**src/core/sgp_consts.vh**
```
// Constants for the shared port D / port E block.
// Assumes a byte-wide CPU register port with an 8-bit address.
`ifndef SGP_CONSTS_VH
`define SGP_CONSTS_VH

// ----------------------------------------------------------------
// Register addresses
// ----------------------------------------------------------------
`define SGP_ADDR_W 8
`define SGP_ADDR_PORT_D_DATA 8'h03
`define SGP_ADDR_PORT_E_DATA 8'h08
`define SGP_ADDR_PORT_D_DIR 8'h07
`define SGP_ADDR_PORT_E_DIR 8'h0C
`define SGP_ADDR_PORT_D_PULLUP 8'h0D

// ----------------------------------------------------------------
// Widths, reset values and pin positions
// ----------------------------------------------------------------
`define SGP_D_W 8
`define SGP_E_W 6
`define SGP_DIR_D_RESET 8'h00
`define SGP_DIR_E_RESET 6'h00
`define SGP_PULLUP_RESET 8'h00
`define SGP_E_PAD 2'h0
`define SGP_D_UNSHARED 4'h0
`define SGP_E_UNSHARED 4'h0
`define SGP_RDATA_RESET 8'h00
`define SGP_UNMAPPED_READ 8'h00
`define SGP_D_SPI_CLK 3
`define SGP_D_SPI_MOSI 2
`define SGP_D_SPI_MISO 1
`define SGP_D_SPI_SS 0
`define SGP_E_SER_RX 1
`define SGP_E_SER_TX 0

`endif

```
**src/core/sgp_ports.v**
```verilog
// Ports D (8 bits) and E (6 bits) with data latches, direction and
// port D pullup enables, sharing pins with the SPI and serial blocks.
// Assumes a synchronous CPU register port and pins synchronous to clk_i;
// each pin is split into input, output and active-low output enable.
`timescale 1ns/10ps
`default_nettype none
`include "sgp_consts.vh"

module sgp_ports (
  input wire clk_i,
  input wire rst_i,
  input wire [7:0] addr_i,
  input wire wr_i,
  input wire rd_i,
  input wire [7:0] wdata_i,
  output reg [7:0] rdata_o,
  input wire spi_enable_bit_i,
  input wire spi_master_select_bit_i,
  input wire serial_iface_enable_bit_i,
  input wire port_b_direction_bit0_i,
  input wire [3:0] spi_out_i,
  input wire [3:0] spi_oe_n_i,
  output wire [3:0] spi_in_o,
  input wire serial_tx_i,
  output wire serial_rx_o,
  input wire [7:0] pd_in_i,
  output wire [7:0] pd_out_o,
  output wire [7:0] pd_oe_n_o,
  output wire [7:0] pd_pullup_o,
  input wire [5:0] pe_in_i,
  output wire [5:0] pe_out_o,
  output wire [5:0] pe_oe_n_o
);

  // ----------------------------------------------------------------
  // Registers
  // ----------------------------------------------------------------
  reg [7:0] port_d_data_latch;
  reg [5:0] port_e_data_latch;
  reg [7:0] port_d_direction;
  reg [5:0] port_e_direction;
  reg [7:0] port_d_pullup_enable;
  wire [7:0] spi_owns;
  wire [5:0] ser_owns;
  // Address hits, shared by the write and read decode
  wire hit_d_data;
  wire hit_e_data;
  wire hit_d_dir;
  wire hit_e_dir;
  wire hit_d_pull;
  reg [7:0] next_rdata;

  // Latch on output pins, pin level on input pins
  function [7:0] sgp_mux_read;
    input [7:0] dir;
    input [7:0] latch;
    input [7:0] pin;
    begin
      sgp_mux_read = (dir & latch) | (~dir & pin);
    end
  endfunction

  // ----------------------------------------------------------------
  // Address decode
  // ----------------------------------------------------------------
  // One compare for both paths, so writes and reads share one map
  function sgp_hit;
    input [`SGP_ADDR_W-1:0] addr;
    input [`SGP_ADDR_W-1:0] target;
    begin
      sgp_hit = (addr == target);
    end
  endfunction

  assign hit_d_data = sgp_hit(addr_i, `SGP_ADDR_PORT_D_DATA);
  assign hit_e_data = sgp_hit(addr_i, `SGP_ADDR_PORT_E_DATA);
  assign hit_d_dir = sgp_hit(addr_i, `SGP_ADDR_PORT_D_DIR);
  assign hit_e_dir = sgp_hit(addr_i, `SGP_ADDR_PORT_E_DIR);
  assign hit_d_pull = sgp_hit(addr_i, `SGP_ADDR_PORT_D_PULLUP);

  // ----------------------------------------------------------------
  // Direction and pullup registers
  // ----------------------------------------------------------------
  // Every pin leaves reset with no pullup, and as an input unless the SPI or serial block owns it
  always @(posedge clk_i or posedge rst_i) begin
    if (rst_i) begin
      port_d_direction <= `SGP_DIR_D_RESET;
    end else if (wr_i && hit_d_dir) begin
      port_d_direction <= wdata_i;
    end
  end

  always @(posedge clk_i or posedge rst_i) begin
    if (rst_i) begin
      port_e_direction <= `SGP_DIR_E_RESET;
    end else if (wr_i && hit_e_dir) begin
      // Bits 7 and 6 have no storage
      port_e_direction <= wdata_i[`SGP_E_W-1:0];
    end
  end

  always @(posedge clk_i or posedge rst_i) begin
    if (rst_i) begin
      port_d_pullup_enable <= `SGP_PULLUP_RESET;
    end else if (wr_i && hit_d_pull) begin
      port_d_pullup_enable <= wdata_i;
    end
  end

  // ----------------------------------------------------------------
  // Data latches
  // ----------------------------------------------------------------
  // No reset: contents survive it, and a write lands whatever the
  // direction, so software can prime a pin before turning it to output
  always @(posedge clk_i) begin
    if (wr_i && hit_d_data) begin
      port_d_data_latch <= wdata_i;
    end
  end

  always @(posedge clk_i) begin
    if (wr_i && hit_e_data) begin
      port_e_data_latch <= wdata_i[`SGP_E_W-1:0];
    end
  end

  // ----------------------------------------------------------------
  // Pin ownership
  // ----------------------------------------------------------------
  // Slave select is only taken by an enabled slave; port B dir is unused
  assign spi_owns = {`SGP_D_UNSHARED, {3{spi_enable_bit_i}},
                     spi_enable_bit_i & ~spi_master_select_bit_i};
  assign ser_owns = {`SGP_E_UNSHARED, {2{serial_iface_enable_bit_i}}};

  // ----------------------------------------------------------------
  // Pin drive and enables
  // ----------------------------------------------------------------
  // Owned pins follow the peripheral; the direction bit then only
  // steers reads, so software cannot fight the SPI or serial driver
  genvar g;
  generate
    for (g = 0; g < `SGP_D_W; g = g + 1) begin : gen_d
      if (g <= `SGP_D_SPI_CLK) begin : gen_sh
        assign pd_out_o[g] = spi_owns[g] ? spi_out_i[g] : port_d_data_latch[g];
        assign pd_oe_n_o[g] = spi_owns[g] ? spi_oe_n_i[g] : ~port_d_direction[g];
        assign spi_in_o[g] = pd_in_i[g];
      end else begin : gen_pl
        assign pd_out_o[g] = port_d_data_latch[g];
        assign pd_oe_n_o[g] = ~port_d_direction[g];
      end
      // Pullup drops out whenever the pin drives
      assign pd_pullup_o[g] = port_d_pullup_enable[g] & pd_oe_n_o[g];
    end
    for (g = 0; g < `SGP_E_W; g = g + 1) begin : gen_e
      if (g == `SGP_E_SER_TX) begin : gen_tx
        assign pe_out_o[g] = ser_owns[g] ? serial_tx_i : port_e_data_latch[g];
        assign pe_oe_n_o[g] = ser_owns[g] ? 1'h0 : ~port_e_direction[g];
      end else if (g == `SGP_E_SER_RX) begin : gen_rx
        assign pe_out_o[g] = port_e_data_latch[g];
        assign pe_oe_n_o[g] = ser_owns[g] ? 1'h1 : ~port_e_direction[g];
      end else begin : gen_pl
        assign pe_out_o[g] = port_e_data_latch[g];
        assign pe_oe_n_o[g] = ~port_e_direction[g];
      end
    end
  endgenerate

  // ----------------------------------------------------------------
  // Peripheral inputs
  // ----------------------------------------------------------------
  // Receive sees the raw pin even while the serial block is off
  assign serial_rx_o = pe_in_i[`SGP_E_SER_RX];

  // ----------------------------------------------------------------
  // Read data
  // ----------------------------------------------------------------
  // Unmapped addresses and port E bits 7 and 6 read as zero
  always @* begin
    next_rdata = `SGP_UNMAPPED_READ;
    if (hit_d_data) begin
      next_rdata = sgp_mux_read(port_d_direction, port_d_data_latch, pd_in_i);
    end else if (hit_e_data) begin
      next_rdata = sgp_mux_read({`SGP_E_PAD, port_e_direction},
                                {`SGP_E_PAD, port_e_data_latch},
                                {`SGP_E_PAD, pe_in_i});
    end else if (hit_d_dir) begin
      next_rdata = port_d_direction;
    end else if (hit_e_dir) begin
      next_rdata = {`SGP_E_PAD, port_e_direction};
    end else if (hit_d_pull) begin
      next_rdata = port_d_pullup_enable;
    end
  end

  // Registered one cycle after rd_i and held until the next read,
  // so a slow reader still sees a settled byte
  always @(posedge clk_i or posedge rst_i) begin
    if (rst_i) begin
      rdata_o <= `SGP_RDATA_RESET;
    end else if (rd_i) begin
      rdata_o <= next_rdata;
    end
  end

endmodule
`default_nettype wire

```
**config.mk**
```make
export PLATFORM = sky130hd
export DESIGN_NAME = sgp_ports
export DESIGN_NICKNAME = d
export VERILOG_FILES = /design/src/core/sgp_ports.v
export VERILOG_INCLUDE_DIRS = /design/src /design/src/core
export SDC_FILE = /design/constraint.sdc
export NUM_CORES = 1
export LEC_CHECK = 0
export ABC_AREA = 0
export BUFFER_PORTS_ARGS = -buffer_cell sky130_fd_sc_hd__buf_2
export CAP_MARGIN = 20
export CORE_MARGIN = 2
export CORE_UTILIZATION = 52
export CTS_CLUSTER_SIZE = 30
export DETAILED_ROUTE_END_ITERATION = 16
export GPL_TIMING_DRIVEN = 0
export MAX_ROUTING_LAYER = met4
export PLACE_DENSITY = 0.85
export SLEW_MARGIN = 20
export SYNTH_ARGS = -nofsm -noshare
export SYNTH_HDL_FRONTEND = slang
export SYNTH_SLANG_ARGS = --single-unit
```
**constraint.sdc**
```tcl
create_clock -name clk_i -period 3 [get_ports clk_i]
set_input_delay 0.3 -clock clk_i [delete_from_list [all_inputs] [get_ports clk_i]]
set_output_delay 0.3 -clock clk_i [all_outputs]
set_load 0.02 [all_outputs]
```
## Yosys cells after proc, flatten, opt, wreduce, memory -nomap -nowiden

Index checks and enable logic that the tools add are counted.

- Logic and storage cells: 64
- Input port bits: 47
- Register bits: 44

- Reduce and logical (&&, ||, !) cells: 5
- Multiplexer cells: 16
- Bitwise operators: 32
- Equality and inequality tests: 5

Operators by type and width:

| kind | number |
|---|---|
| $mux W8 | 5 |
| $eq A8 B4 Y1 const B | 3 |
| $and A8 B8 Y8 | 2 |
| $not A1 Y1 | 15 |
| $mux W1 | 11 |
| $and A1 B1 Y1 | 9 |
| $and A8 B6 Y8 | 1 |
| $eq A8 B2 Y1 const B | 1 |
| $eq A8 B3 Y1 const B | 1 |
| $not A6 Y8 | 1 |
| $not A8 Y8 | 1 |
| $or A6 B8 Y8 | 1 |
| $or A8 B8 Y8 | 1 |
| $and A6 B6 Y6 | 1 |
| $logic_and A1 B1 Y1 | 5 |

## Logic depth before layout (Yosys ltp)

- Depth in word-level cells: 6
- Mapped depth: 6

## Worst setup path before layout

No wires, ideal clock.

- Path kind: in2reg
- Start point: input port addr_i[3]
- End point: register port_d_data_latch[0], enable pin
- Arrival: 1.393 ns
- Path slack: 1.236 ns
- Library setup time: 0.371 ns
- Cell stages on the path: 4
- Cell sequence: clkbuf_1 and2b_1 nand4b_1 nor2_1

- Cells in the longest elaborated chain, start to end: 2

RTL lines:

| what | RTL line | text |
|---|---|---|
| start: declaration | sgp_ports.v:12 | `input wire [7:0] addr_i,` |
| $eq A8 B2 Y1 | sgp_ports.v:71 | `sgp_hit = (addr == target);` |
| $logic_and A1 B1 Y1 | sgp_ports.v:116 | `if (wr_i && hit_d_data) begin` |
| end signal: assignment | sgp_ports.v:117 | `port_d_data_latch <= wdata_i;` |
| end: declaration | sgp_ports.v:38 | `reg [7:0] port_d_data_latch;` |

Every way passes these cells.
A chain may end at the register's enable or synchronous reset.

## Final worst setup path

- Start point: input port addr_i[3]
- End point: register port_d_data_latch[7], enable pin

The elaborated chain is that of the path after synthesis.

==> metrics <==
Post-synth EDFFs=14; Reg2Reg Setup Slack=1680 ps; Longest Clk Path Bufs=2; cell area after layout=0.00305 mm^2; Final GP Congestion=0.809; largest cells by area after synthesis=dfrtp_1 31%, edfxtp_1 17%, mux2_2 15%; critical path class=primary input to register; critical path endpoint category=register; WP data required=2920 ps; Vias/cell=approximately 5.5; Rel. slew slack=0.407; Clock transition at path regs=roughly 80 ps; largest net degree at the start of global routing=31; Period Utilization, post-route=0.761; MaxCap Viol Count=0; PostCTS Resize Cnt=0; Setup Skew=8.35 ps; crit-path max FO=10; arrival time worst endpoint=2210 ps; Mean Syn Cell Area=11.4 um^2; Yosys warnings=0; Max stage delay cell, worst path=nor2_1; Post-synth top cells=32 x mux2_2, 30 x dfrtp_1, 18 x inv_1; Setup crit start kind=primary input; Core ar.=between 0.004 and 0.005 mm^2; Worst Path Buf+Inv=2; dpl cell area=0.00295 mm^2; Initial DRT Pass Iterations=4; status=finished clean; post-synthesis sequential area ratio=0.483; # IOs=96; DP HPWL=4280 um; Synth Register Bits=44; r2r endpoint=rdata_o[1]; GR Overflow Total=0; Slew Viols, Final=0; global-route wire length before repair=9160 um; share of the synthesized area in the top cell type=0.310; crit-path max cell delay=just over 800 ps; CTS tree=done; mapped cell area=0.00242 mm^2; die height=72.3 um; Tmin final=between 2000 and 2500 ps; Post-Route WL=5840 um; CTS Sinks=44; most frequent cell after synthesis=mux2_2; final hold vios=0; FF-to-FF Start=port_e_direction[1]; unrepaired setup endpoints after global routing=no; CTS Root Cell=clkbuf_8; # H-tree levels=2; CTS Hold Bufs=0; post-CTS setup buffers=0; final core utilization=0.691; ANT nets after route=0; vias in the first global route=1864; Yosys cell types=31; Max Freq=0.438 GHz; row count=24; Power Density=401 mW/mm^2; CP Cell Sequence=buf_2, clkbuf_1, and2b_1, nand4b_1, nor2_1; Detailed Route Iter0 Violations=approximately 160; Final nets=359; final setup fails=0; share of post-route cells with drive strength above 1=0.511; Antenna Cells=0; # DRC=0; DR vias=2003; maximum vdd ir drop=0.303 mV; chip width=72.3 um; Yosys top cell by area=dfrtp_1; Worst-Margin Slew=886 ps; IO buf count=93; Worst path top cell family by delay=simple AND/OR/NAND/NOR gates; Synth Flop Type=dfrtp_1; Cells after Synth=212; Area Growth Syn to Fin=26.0%; DR WL/cell=16.0 um; R2R cell count=4; Setup TNS Final=0 ps; Initial Util=0.549; clk_lat worst skew=300 ps; async set or reset register ratio after synthesis=0.682; cts bufs inserted=5; initial antenna violation count=0; All-Layer GR Usage=0.240; Pleak=between 1 and 1.5 nW; syn_nets=between 200 and 300; Min-Delay Path Class=primary input to async pin; die area=0.00522 mm^2
[report_power, final]
| part | leakage, nW | internal, mW | switching [mW] | total, mW |
|---|---|---|---|---|
| Sequential | 0.541 | 0.634 | 0.0154 | 0.650 |
| Combinational | 0.865 | 0.0815 | 0.103 | 0.185 |
| Clock | 0.0445 | 0.187 | 0.203 | 0.390 |
| Total | 1.45 | 0.903 | 0.322 | 1.22 |
[cells by family after synthesis]
kind of cell,share of synthesized area
mux,0.155
flops,0.483
compound gates,0.119
buf+inv,0.0873
simple gates,0.155
[layer usage]
| layer | global-route usage | vias up | wire length [um] |
|---|---|---|---|
| met4 | 0.0587 | 0 | 91 |
| met2 | 0.391 | 98 | 2770 |
| li1 | - | 962 | - |
| met1 | 0.308 | 932 | 2460 |
| met3 | 0.0486 | 11 | 518 |
| met5 | - | - | 0 |
[sequential cells by signal (all words and copies together) (netlist names)]
name and cells:
port_d_data_latch 8, port_d_direction 8, port_e_direction 6, port_d_pullup_enable 8, rdata_o 8, port_e_data_latch 6
[cell type report]
| class | instances | area [um^2] |
|---|---|---|
| well taps | 52 | 65.1 |
| flip-flops and latches | 44 | 1170 |
| multi-input cells | 128 | 1040 |
| clock inverters | 1 | 7.51 |
| plain buffers | 22 | 144 |
| inverters | 18 | 67.6 |
| repair buffers | 93 | 465 |
| clock buffers | 7 | 86.3 |
| fillers | 349 | 1360 |
[cells in the final DEF (no fill, tap or decap), types with 8 or more instances in the layout]
master | Yosys | routed
inv_1 | 18 | 17
nor2_1 | 9 | 9
a211oi_1 | 12 | 12
edfxtp_1 | 14 | 14
mux2_2 | 32 | 32
buf_4 | 15 | 15
buf_2 | 4 | 97
nor2b_1 | 11 | 11
o22ai_1 | 8 | 8
dfrtp_1 | 30 | 30
[worst max-delay path by stage]
| stage | endpoint | slack [ps] | from | cells past startpoint |
|---|---|---|---|---|
| after floorplan | port_d_data_latch[0] | 1240 | addr_i[3] | 4 |
| after global placement | port_d_data_latch[1] | 420 | addr_i[3] | 5 |
| after detailed placement | port_d_data_latch[1] | 350 | addr_i[3] | 5 |
| after CTS | port_d_data_latch[6] | 660 | addr_i[3] | 5 |
| after global routing | port_d_data_latch[6] | 620 | addr_i[3] | 5 |
| final | port_d_data_latch[7] | 720 | addr_i[3] | 5 |
[worst reg2reg max path: cells and delay by family (launching register included)]
kind / cells / cell delay [ps]
DFF: 1 / 410
muxes: 1 / 350
AOI/OAI and AO/OA: 3 / 430
[stage by stage]
stage | instances | worst slack, ps | hold WS, ps | total power, mW
6_report | 365 | 716 | 100 | 1.22
3_5_place_dp | 357 | 348 | 426 | 0.847
2_1_floorplan | 212 | 1240 | 391 | 0.770
3_3_place_gp | 357 | 418 | 507 | 0.841
5_1_grt | 365 | 622 | 135 | 1.26
4_1_cts | 365 | 660 | 101 | 1.22
No activity file was read; power rests on OpenSTA's default activity.
